File: src/inc/rate_converter_routing_consts.vh
// constants for the converter routing configuration register bank
`ifndef RATE_CONVERTER_ROUTING_CONSTS_VH
`define RATE_CONVERTER_ROUTING_CONSTS_VH

// ----------------------------------------------------------------
// register indices (byte address is four times the index)
// ----------------------------------------------------------------
`define CONVERTER_INPUT_SELECT_IDX 16'hf100
`define CONVERTER_OUTPUT_RATE_SELECT_IDX 16'hf140
`define CONTROL_PORT_PAGE_SELECT_IDX 16'hf899
`define CONVERTER_COUNT 8

// ----------------------------------------------------------------
// reset values
// ----------------------------------------------------------------
`define CONVERTER_INPUT_SELECT_RST 16'h0000
`define CONVERTER_OUTPUT_RATE_SELECT_RST 16'h0000
`define CONTROL_PORT_PAGE_SELECT_RST 16'h0000

// ----------------------------------------------------------------
// field positions
// ----------------------------------------------------------------
`define PAGE_BIT 0
`define SOURCE_LSB 0
`define SOURCE_MSB 2
`define PAIR_LSB 3
`define PAIR_MSB 7
`define RATE_LSB 0
`define RATE_MSB 3

// ----------------------------------------------------------------
// source codes
// ----------------------------------------------------------------
`define SRC_UNUSED 3'h0
`define SRC_SERIAL 3'h1
`define SRC_CORE 3'h2
`define SRC_SPDIF 3'h3
`define SRC_MIC_LOW 3'h4
`define SRC_MIC_HIGH 3'h5
`define PAIR_LAST 5'h17

// ----------------------------------------------------------------
// target rate codes and lock kinds
// ----------------------------------------------------------------
`define RATE_NONE 4'h0
`define RATE_SERIAL_OUT_FIRST 4'h1
`define RATE_SERIAL_OUT_LAST 4'h4
`define RATE_CORE 4'h5
`define RATE_INTERNAL_FIRST 4'h6
`define RATE_INTERNAL_LAST 4'hc
`define LOCK_NONE 2'h0
`define LOCK_SERIAL_OUT 2'h1
`define LOCK_CORE 2'h2
`define LOCK_INTERNAL 2'h3

`endif

File: src/hdl/rate_converter_routing_config.v
// wishbone register bank for converter routing, target rates and memory page
`include "rate_converter_routing_consts.vh"
`default_nettype none

// Notes on behaviour
// - page bit steers control port memory page
// - page register resets zero, upper bits reserved
// - eight input selectors, reset zero, per pair
// - inputs: serial 0-47, four mics, receiver
// - source codes unused, serial, core, receiver
// - codes 100/101 pick microphone pairs
// - pair field k picks serial 2k,2k+1
// - eight output rate selectors, reset zero
// - converter resamples any input to target
// - output locks to serial, core or internal
// - rate codes 0-12 decode as documented
module rate_converter_routing_config (
	input wire core_clk,
	input wire reset_n,
	input wire wb_cyc_i,
	input wire wb_stb_i,
	input wire wb_we_i,
	input wire [17:0] wb_adr_i,
	input wire [3:0] wb_sel_i,
	input wire [31:0] wb_dat_i,
	output reg [31:0] wb_dat_o,
	output reg wb_ack_o,
	output reg memory_page_select,
	output reg [23:0] converter_source_select,
	output reg [39:0] serial_input_pair_select,
	output reg [31:0] converter_target_rate,
	output reg [15:0] converter_rate_lock_kind,
	output reg [7:0] converter_active
);

	// ------------------------------------------------------------
	// helpers
	// ------------------------------------------------------------
	// out-of-range selections collapse to unused so the converter stays undriven
	function [2:0] clean_source;
		input [15:0] value;
		reg [2:0] src;
		begin
			src = value[`SOURCE_MSB:`SOURCE_LSB];
			clean_source = `SRC_UNUSED;
			if (src == `SRC_SERIAL)
			begin
				if (value[`PAIR_MSB:`PAIR_LSB] <= `PAIR_LAST)
					clean_source = src;
			end
			else if (src <= `SRC_MIC_HIGH)
				clean_source = src;
		end
	endfunction

	function [3:0] clean_rate;
		input [15:0] value;
		begin
			if (value[`RATE_MSB:`RATE_LSB] <= `RATE_INTERNAL_LAST)
				clean_rate = value[`RATE_MSB:`RATE_LSB];
			else
				clean_rate = `RATE_NONE;
		end
	endfunction

	function [1:0] lock_kind;
		input [3:0] rate;
		begin
			if (rate >= `RATE_SERIAL_OUT_FIRST && rate <= `RATE_SERIAL_OUT_LAST)
				lock_kind = `LOCK_SERIAL_OUT;
			else if (rate == `RATE_CORE)
				lock_kind = `LOCK_CORE;
			else if (rate >= `RATE_INTERNAL_FIRST && rate <= `RATE_INTERNAL_LAST)
				lock_kind = `LOCK_INTERNAL;
			else
				lock_kind = `LOCK_NONE;
		end
	endfunction

	function [15:0] merge_lanes;
		input [15:0] old;
		input [31:0] data;
		input [3:0] sel;
		begin
			merge_lanes = old;
			if (sel[0])
				merge_lanes[7:0] = data[7:0];
			if (sel[1])
				merge_lanes[15:8] = data[15:8];
		end
	endfunction

	// a bank is eight consecutive indices on an eight-aligned base
	function in_bank;
		input [15:0] idx;
		input [15:0] base;
		begin
			in_bank = (idx[15:3] == base[15:3]);
		end
	endfunction

	// the pair field only means something for a serial source
	function [4:0] clean_pair;
		input [15:0] value;
		begin
			if (clean_source(value) == `SRC_SERIAL)
				clean_pair = value[`PAIR_MSB:`PAIR_LSB];
			else
				clean_pair = 5'h00;
		end
	endfunction

	// a converter only runs with both an input and a target rate
	function is_active;
		input [15:0] source_value;
		input [15:0] rate_value;
		begin
			is_active = (clean_source(source_value) != `SRC_UNUSED) &&
				(clean_rate(rate_value) != `RATE_NONE);
		end
	endfunction

	// ------------------------------------------------------------
	// storage and decode
	// ------------------------------------------------------------
	reg [15:0] input_select [0:7];
	reg [15:0] rate_select [0:7];
	reg [15:0] page_select;
	wire [15:0] index = wb_adr_i[17:2];
	wire input_hit = in_bank(index, `CONVERTER_INPUT_SELECT_IDX);
	wire rate_hit = in_bank(index, `CONVERTER_OUTPUT_RATE_SELECT_IDX);
	wire page_hit = (index == `CONTROL_PORT_PAGE_SELECT_IDX);
	wire [2:0] slot = index[2:0];
	wire request = wb_cyc_i & wb_stb_i;
	// taken while ack is low, so a request held past its ack restarts every other cycle
	wire taken = request & ~wb_ack_o;
	// writes land on the edge at which the master sees ack high
	wire write_now = request & wb_ack_o & wb_we_i;
	localparam [1:0] REGION_NONE = 2'h0;
	localparam [1:0] REGION_INPUT = 2'h1;
	localparam [1:0] REGION_RATE = 2'h2;
	localparam [1:0] REGION_PAGE = 2'h3;
	reg [1:0] region;
	reg [31:0] next_read;
	reg [7:0] input_write;
	reg [7:0] rate_write;
	reg page_write;
	integer input_i;
	integer rate_i;
	integer conv;

	// ------------------------------------------------------------
	// address decode and read mux
	// ------------------------------------------------------------
	always @*
	begin
		if (input_hit)
			region = REGION_INPUT;
		else if (rate_hit)
			region = REGION_RATE;
		else if (page_hit)
			region = REGION_PAGE;
		else
			region = REGION_NONE;
	end

	// unmapped indices read as zero
	always @*
	begin
		next_read = 32'h00000000;
		case (region)
			REGION_INPUT:
				next_read[15:0] = input_select[slot];
			REGION_RATE:
				next_read[15:0] = rate_select[slot];
			REGION_PAGE:
				next_read[15:0] = page_select;
			default:
				next_read = 32'h00000000;
		endcase
	end

	// unmapped writes are acknowledged and dropped
	always @*
	begin
		input_write = 8'h00;
		rate_write = 8'h00;
		page_write = 1'b0;
		if (write_now)
		begin
			case (region)
				REGION_INPUT:
					input_write[slot] = 1'b1;
				REGION_RATE:
					rate_write[slot] = 1'b1;
				REGION_PAGE:
					page_write = 1'b1;
				default:
					page_write = 1'b0;
			endcase
		end
	end

	// ------------------------------------------------------------
	// bus slave: ack one cycle after the request is taken
	// ------------------------------------------------------------
	always @(posedge core_clk)
	begin
		if (!reset_n)
			wb_ack_o <= 1'b0;
		else
			wb_ack_o <= taken;
	end

	// read data stands from the ack until the next access is taken
	always @(posedge core_clk)
	begin
		if (!reset_n)
			wb_dat_o <= 32'h00000000;
		else if (taken)
			wb_dat_o <= next_read;
	end

	// ------------------------------------------------------------
	// register storage; reserved bits are kept and read back
	// ------------------------------------------------------------
	always @(posedge core_clk)
	begin
		if (!reset_n)
			page_select <= `CONTROL_PORT_PAGE_SELECT_RST;
		else if (page_write)
			page_select <= merge_lanes(page_select, wb_dat_i, wb_sel_i);
	end

	always @(posedge core_clk)
	begin
		for (input_i = 0; input_i < `CONVERTER_COUNT; input_i = input_i + 1)
		begin
			if (!reset_n)
				input_select[input_i] <= `CONVERTER_INPUT_SELECT_RST;
			else if (input_write[input_i])
				input_select[input_i] <= merge_lanes(input_select[input_i], wb_dat_i, wb_sel_i);
		end
	end

	always @(posedge core_clk)
	begin
		for (rate_i = 0; rate_i < `CONVERTER_COUNT; rate_i = rate_i + 1)
		begin
			if (!reset_n)
				rate_select[rate_i] <= `CONVERTER_OUTPUT_RATE_SELECT_RST;
			else if (rate_write[rate_i])
				rate_select[rate_i] <= merge_lanes(rate_select[rate_i], wb_dat_i, wb_sel_i);
		end
	end

	// ------------------------------------------------------------
	// routing decode
	// ------------------------------------------------------------
	reg next_memory_page_select;
	reg [23:0] next_converter_source_select;
	reg [39:0] next_serial_input_pair_select;
	reg [31:0] next_converter_target_rate;
	reg [15:0] next_converter_rate_lock_kind;
	reg [7:0] next_converter_active;

	always @*
	begin
		next_memory_page_select = page_select[`PAGE_BIT];
		next_converter_source_select = 24'h000000;
		next_serial_input_pair_select = 40'h0000000000;
		next_converter_target_rate = 32'h00000000;
		next_converter_rate_lock_kind = 16'h0000;
		next_converter_active = 8'h00;
		for (conv = 0; conv < `CONVERTER_COUNT; conv = conv + 1)
		begin
			next_converter_source_select[conv*3 +: 3] = clean_source(input_select[conv]);
			next_serial_input_pair_select[conv*5 +: 5] = clean_pair(input_select[conv]);
			next_converter_target_rate[conv*4 +: 4] = clean_rate(rate_select[conv]);
			next_converter_rate_lock_kind[conv*2 +: 2] =
				lock_kind(clean_rate(rate_select[conv]));
			next_converter_active[conv] = is_active(input_select[conv], rate_select[conv]);
		end
	end

	// ------------------------------------------------------------
	// routing outputs, registered one cycle behind the stored values
	// ------------------------------------------------------------
	// the resampler itself lives elsewhere; it takes any input rate and
	// resamples onto the target chosen here
	always @(posedge core_clk)
	begin
		if (!reset_n)
			memory_page_select <= 1'b0;
		else
			memory_page_select <= next_memory_page_select;
	end

	always @(posedge core_clk)
	begin
		if (!reset_n)
		begin
			converter_source_select <= 24'h000000;
			serial_input_pair_select <= 40'h0000000000;
			converter_target_rate <= 32'h00000000;
			converter_rate_lock_kind <= 16'h0000;
			converter_active <= 8'h00;
		end
		else
		begin
			converter_source_select <= next_converter_source_select;
			serial_input_pair_select <= next_serial_input_pair_select;
			converter_target_rate <= next_converter_target_rate;
			converter_rate_lock_kind <= next_converter_rate_lock_kind;
			converter_active <= next_converter_active;
		end
	end

endmodule // rate_converter_routing_config
`default_nettype wire

File: config.mk
export PLATFORM = sky130hd
export DESIGN_NAME = rate_converter_routing_config
export DESIGN_NICKNAME = d
export VERILOG_FILES = /design/src/hdl/rate_converter_routing_config.v
export VERILOG_INCLUDE_DIRS = /design/src /design/src/inc
export SDC_FILE = /design/constraint.sdc
export NUM_CORES = 1
export LEC_CHECK = 0
export BUFFER_PORTS_ARGS = -buffer_cell sky130_fd_sc_hd__buf_2
export CAP_MARGIN = 25
export CORE_MARGIN = 2
export CORE_UTILIZATION = 55
export DETAILED_ROUTE_END_ITERATION = 8
export GPL_TIMING_DRIVEN = 0
export PLACE_DENSITY = 0.77
export SLEW_MARGIN = 20
export SYNTH_ARGS = -nofsm -noshare
export SYNTH_HDL_FRONTEND = slang
export SYNTH_SLANG_ARGS = --single-unit
export TNS_END_PERCENT = 50
File: constraint.sdc
create_clock -name core_clk -period 7 [get_ports core_clk]
set_clock_uncertainty 0.15 [all_clocks]
set_input_delay 1.05 -clock core_clk [delete_from_list [all_inputs] [get_ports core_clk]]
set_output_delay 1.05 -clock core_clk [all_outputs]
set_load 0.01 [all_outputs]
==> metrics.yaml, run 1 <==
status: "completed"
ys.flop_type: "edfxtp_1"
post-cts-setup-buffers: 0
setup_viol_count_final: 0
p_sw_share_pct: 22.4
drt_wl_total_um: 44400
rr_endpoint: "input_select[5][13]"
postRouteAntennaNets: 0
grt_max_degree: 17
rsz0062_at_grt: "false"
slew_headroom_pct: 33.7
fill_cells: 2301
period_share_pct: 59.3
p_leak_nw: 8.21
cp_max_fo: 10
finish.net_count: 1642
synth_top_area_share_pct: 44.5
ctsResizeCount: 0
fin_ws_ns: 2.85
final_cell_count_no_fill: 2016
drive_gt1_share_pct: 22.9
holdPathEnd: "serial_input_pair_select[6]"
syn_to_final_growth_pct: 17.1
cts_root_buffer: "clkbuf_16"
dp_hpwl_um: 32900
synth_seq_cells: 410
p_per_area_nw_per_um2: 262
start_kind: "input pin"
die_h_um: 181
antenna_found_initial: 3
finalPower_mw: 5.30
hold_viol: 0
synth_edf_count: 256
gp_congestion: 0.934
min_path_type: "flop to flop"
ys_types: 49
reg2reg_slack_ns: 3.74
drt-pass1-iter-count: 6
multi_input_area_sq_um: 6030
grt_pass1_vias: 11400
netlist_top_cells_area: "edfxtp_1 (44%), dfxtp_1 (18%), and2_1 (11%)"
ys_seq_area_share_pct: 62.3
io-pin-count: 213
final_max_slew_viol_count: 0
core.rowCount: 64
grtUsageTotal_pct: 27.1
cts_tree: "built"
endpoint_kind: "flop"
crit_arrival_ns: 4.20
ctsHoldBuffers: 0
seq_area_sq_um: 10800
cap_violations: 0
clock_latency_ns: 0.55
worstRegToRegCells: 6
grt_first_pass_wirelength_um: 66500
vias: 11800
clk_pin_slew_worst_paths_ns: 0.06
fmax_mhz: 241
drc: 0
p_switching_mw: 1.19
worstHoldStart: "input_select[1][4]"
dieWidth_um: 181
via_per_inst: 5.84
pwr-share-seq_pct: 50.2
p_clk_share_pct: 43.9
post-place-cells: 1934
syn_area_per_cell_sq_um: 12.8
pre_cts_ws_ns: 2.30
netlist_area_sq_um: 17300
combinationalPowerShare_pct: 5.9
coreArea_sq_um: 30700
cp_data_required_time_ns: 7.05
hold_path_depth: 1
port_buffers: 174
avgRoutedWirePerCell_um: 22.0
clkSinkCount: 410
holdWs_ns: 0.327
grt.overflow.total: 0
initial_core_util_pct: 56.2
cp-startpoint: "wb_adr_i[4]"
dieArea_sq_um: 32800
drtIter0Drc: 1421
rr_startpoint: "wb_ack_o"
clk_path_buf_depth: 3
cts_buffers: 42
path_class: "input pin to flop"
period_minus_slack_ns: 4.15
h-tree-depth: 2
ir_worst_vdd_mv: 0.168
synth_cells: 1345
synthArstFlopShare_pct: 0
internal_power_mw: 4.12
tightest_slew_ns: 0.986
ys_warn_count: 0
synth_top_area_cell: "edfxtp_1"
setup_tns_ns: 0
## per-stage QoR
stage | cell area (sq um) | utilization (%)
6_report | 20200 | 65.8
5_1_grt | 20200 | 65.8
2_1_floorplan | 17300 | -
3_5_place_dp | 18700 | 60.9
4_1_cts | 20200 | 65.7
3_3_place_gp | 18700 | 60.8
## logic make-up after synthesis
kind of cell,after synthesis,share of synthesized area (%)
other,1,0.0217
AND/OR/NAND/NOR,603,19.9
AO/OA/AOI/OAI,125,4.53
buffers and inverters,112,3.14
XOR/XNOR,9,0.456
flip-flops,410,62.3
multiplexers,85,9.58
## layout make-up
type	instances	share of cell area (%)
clock buffer	57	6.52
tap	396	2.45
inverter	9	0.167
multi-input combinational	838	29.8
sequential	410	53.2
timing repair buffer	179	4.46
antenna	3	0.0371
clock inverter	21	0.841
buffer	103	2.52
## Yosys cell counts, drive strengths merged (2+ instances only)
master / count
nand4: 2
a2111oi: 3
nand2b: 3
o21ai: 65
o21a: 3
a21boi: 3
and4: 3
or4: 5
nand3: 19
a221oi: 16
dfxtp: 154
a31oi: 7
mux4: 64
edfxtp: 256
mux2: 3
or4b: 2
nor4b: 4
and2: 298
mux2i: 18
buf: 45
and3: 32
nor3: 27
a211oi: 14
xor2: 8
nor2: 40
a21oi: 3
nand2: 145
a21o: 8
clkbuf: 58
inv: 9
nor3b: 8
nor4: 12
## power by group through the flow
stage	registers (mW)	clock network (mW)	logic [mW]
floorplan	2.71	0	0.177
global placement	2.71	0	0.304
detailed placement	2.71	0	0.311
CTS	2.66	2.34	0.312
global route	2.67	2.43	0.334
finish	2.66	2.33	0.314
## layer usage
metal | up-vias | track usage [%] | share of wire (%)
li1 | 5274 | - | -
met4 | 0 | 13.4 | 4.9
met2 | 723 | 42.3 | 45
met5 | - | 0 | 0
met1 | 5632 | 36.4 | 39
met3 | 136 | 5.64 | 11
## cells in the final DEF (no fill, tap or decap), types with 28 or more instances in the layout
master / n
mux4_2: 64
buf_2: 184
nand2_1: 145
dfxtp_1: 154
and2_1: 298
nor2_1: 28
and3_1: 32
clkbuf_1: 62
clkbuf_16: 51
o21ai_0: 51
edfxtp_1: 256
## sequential cells by signal (all words and copies together) (netlist names)
signal / flops
input_select: 128
rate_select: 128
serial_input_pair_select: 40
converter_target_rate: 32
converter_source_select: 24
converter_rate_lock_kind: 16
page_select: 16
wb_dat_o: 16
converter_active: 8
memory_page_select: 1
wb_ack_o: 1
## worst max path at each step
stage          cells past startpoint  slack, ns                   to
2_1_floorplan                      7       3.01   input_select[6][0]
3_3_place_gp                       8       2.13   rate_select[6][10]
3_5_place_dp                       8       2.30   input_select[6][5]
4_1_cts                            8       2.87   input_select[6][5]
5_1_grt                            7       2.58   input_select[5][9]
6_report                           7       2.85  input_select[5][13]
## critical path, stage by stage
cell      delay (ns)
buf_2           0.11
clkbuf_1        0.71
nand2b_1        0.58
nor4_2          0.84
clkbuf_1        0.47
nand2_1         0.10
nand2_1         0.33
Note: power is estimated with default switching activity, not from simulation.
==> inputs of run 2 (changes only) <==
--- a/config.mk
+++ b/config.mk
@@ -9,10 +9,10 @@
 export BUFFER_PORTS_ARGS = -buffer_cell sky130_fd_sc_hd__buf_2
 export CAP_MARGIN = 25
 export CORE_MARGIN = 2
-export CORE_UTILIZATION = 55
+export CORE_UTILIZATION = 52
 export DETAILED_ROUTE_END_ITERATION = 8
 export GPL_TIMING_DRIVEN = 0
-export PLACE_DENSITY = 0.77
+export PLACE_DENSITY = 0.76
 export SLEW_MARGIN = 20
 export SYNTH_ARGS = -nofsm -noshare
 export SYNTH_HDL_FRONTEND = slang
==> constraint.sdc (replaced) <==
create_clock -name core_clk -period 3.4 [get_ports core_clk]
set_clock_uncertainty 0.15 [all_clocks]
set_input_delay 0.51 -clock core_clk [delete_from_list [all_inputs] [get_ports core_clk]]
set_output_delay 0.51 -clock core_clk [all_outputs]
set_load 0.01 [all_outputs]
==> run 2 against run 1 <==
The run now ends with negative setup slack left. First-iteration DRC count grew 11%. Cell area grew 0.96%. Die area grew 5.6%. Via count grew 1.5%. Sequential share of layout area shrank 0.51 points. Register-to-register slack lost 3.7 ns.
==> metrics.yaml, run 2 (synthesis gave the netlist of run 1 again) <==
status: "finished, violations left"
violations: "negative setup slack"
cts_tree: "built"
cp_max_fo: 10  # unchanged
cp-startpoint: "reset_n"
grt_max_degree: 15  # -2
crit_arrival_ns: 3.66  # -0.54 ns
rr_startpoint: "wb_ack_o"
path_class: "input pin to flop"
drc: 0  # unchanged
final_max_slew_viol_count: 0  # unchanged
finalPower_mw: 11.0  # +110%
io-pin-count: 213  # unchanged
start_kind: "input pin"
path_cells: "clkbuf_1 > clkbuf_1 > clkbuf_1 > clkbuf_1 > o21ai_1 > buf_2"
drt-pass1-iter-count: 6  # unchanged
hold_path_depth: 3  # +2
ir_worst_vdd_mv: 0.365  # +120%
grt_pass1_vias: 11200  # -1.9%
setup_tns_ns: -2.23  # -2.23 ns
hold_viol: 0  # unchanged
fin_ws_ns: -0.116  # -2.97 ns
via_per_inst: 5.80  # -0.65%
min_path_type: "input pin to flop"
layout_commonest_cell: "and2_1"
dieWidth_um: 186  # +2.8%
dp_hpwl_um: 33100  # +0.68%
port_buffers: 174  # unchanged
cts_root_buffer: "clkbuf_16"
clk_path_buf_depth: 3  # unchanged
antenna_found_initial: 2  # -1
core.rowCount: 66  # +3.1%
pre_cts_ws_ns: -0.856  # -3.16 ns
ctsHoldBuffers: 0  # unchanged
setup_viol_count_final: 35  # +35
avgRoutedWirePerCell_um: 22.5  # +2.0%
gp_congestion: 0.982  # +5.2%
tightest_slew_ns: 1.17  # +0.181 ns
crit_top_cell: "clkbuf_1"
clk_pin_slew_worst_paths_ns: 0.06  # about the same
grtUsageTotal_pct: 26.6  # -0.56 points
holdPathEnd: "wb_ack_o"
finish.net_count: 1641  # -0.061%
fmax_mhz: 284
initial_core_util_pct: 53.0  # -3.2 points
cap_violations: 0  # unchanged
worstRegToRegCells: 6  # unchanged
worstHoldStart: "wb_stb_i"
endpoint_kind: "flop"
crit_path_max_incr_delay_ns: 0.93  # +0.09 ns
period_share_pct: 103
p_leak_nw: 8.27  # +0.69%
rsz0062_at_grt: "true"
final_cell_area_sq_um: 20400  # +0.96%
post-cts-setup-buffers: 0  # unchanged
reg2reg_slack_ns: 0.03  # -3.71 ns
cts_buffers: 42  # unchanged
die_h_um: 186  # +2.8%
critPathSlowestCell: "clkbuf_1"
drtIter0Drc: 1571  # +11%
drt_wl_total_um: 46200  # +4.1%
postRouteAntennaNets: 0  # unchanged
period_minus_slack_ns: 3.52
h-tree-depth: 2  # unchanged
mostFrequentLayoutCells: "and2_1 (298), edfxtp_1 (256), buf_2 (185), dfxtp_1 (154), nand2_1 (144)"
syn_to_final_growth_pct: 18.3
grt.overflow.total: 0  # unchanged
vias: 11900  # +1.5%
grt_first_pass_wirelength_um: 67200  # +0.98%
largestRegisters: "input_select x128, rate_select x128, serial_input_pair_select x40"
ctsResizeCount: 12  # +12
p_per_area_nw_per_um2: 537  # +100%
rr_endpoint: "input_select[1][14]"
drive_gt1_share_pct: 24.2  # +1.3 points
clkSinkCount: 410  # unchanged
clock_latency_ns: 0.54  # about the same
coreArea_sq_um: 32600  # +6.1%
slew_headroom_pct: 22.2  # -12 points
dieArea_sq_um: 34700  # +5.6%
cp_data_required_time_ns: 3.55  # -3.50 ns
post_dp_cell_area_sq_um: 18800  # +0.33%
postLayoutCoreUtil_pct: 62.6  # -3.2 points
## run 2: cell types whose count changed in the layout (fill, tap and decap cells not counted), sizes merged
| cell | delta |
|---|---|
| inv | -3 |
| clkinv | -6 |
| buf | -1 |
| diode | -1 |
| clkbuf | +8 |
## run 2: worst max path at each step
stage	endpoint	slack, ns	cells past startpoint
after detailed placement	input_select[7][12]	-0.86	8
after global routing	input_select[0][0]	-0.14	5
final	rate_select[2][3]	-0.12	6
after floorplan	input_select[6][0]	-0.05	7
after CTS	rate_select[2][13]	-0.13	8
after global placement	rate_select[2][9]	-0.96	8
## run 2: worst max-delay path: cells and delay by family
kind / cells / cell delay [ns]
buf+inv: 5 / 2.78
compound gates: 1 / 0.36
## run 2: final cells by class
| type | instances | area, sq um |
|---|---|---|
| Clock buffer | 65 | 1390 |
| Fill cell | 2467 | 12200 |
| Multi-Input combinational cell | 838 | 6180 |
| Clock inverter | 12 | 96.3 |
| Timing Repair Buffer | 178 | 897 |
| Buffer | 103 | 510 |
| Tap cell | 442 | 553 |
| Inverter | 9 | 33.8 |
| Sequential cell | 410 | 10800 |
| Antenna cell | 2 | 5.00 |
## run 2: metal layers
| layer | up-vias | wire length [um] | global-route usage (%) | part of all wire, % |
|---|---|---|---|---|
| met5 | - | 13 | 0 | 0.028 |
| met4 | 2 | 1410 | 9.13 | 3.1 |
| met3 | 101 | 4710 | 5.18 | 10 |
| met2 | 724 | 21700 | 42.9 | 47 |
| met1 | 5837 | 18400 | 36.2 | 40 |
| li1 | 5274 | - | - | - |
## run 2: metrics by stage
stage / hold slack (ns) / std cells
6_report: 0.136 / 2059
5_1_grt: 0.152 / 2058
4_1_cts: 0.116 / 2057
3_5_place_dp: 0.297 / 1980
3_3_place_gp: 0.305 / 1976
2_1_floorplan: 0.290 / 1360
## run 2: report_power, final
group	switching, mW	internal, mW	leakage [nW]
combinational	0.433	0.236	3.60
clock	1.92	2.89	0.742
sequential	0.0758	5.41	3.93
total	2.43	8.54	8.27
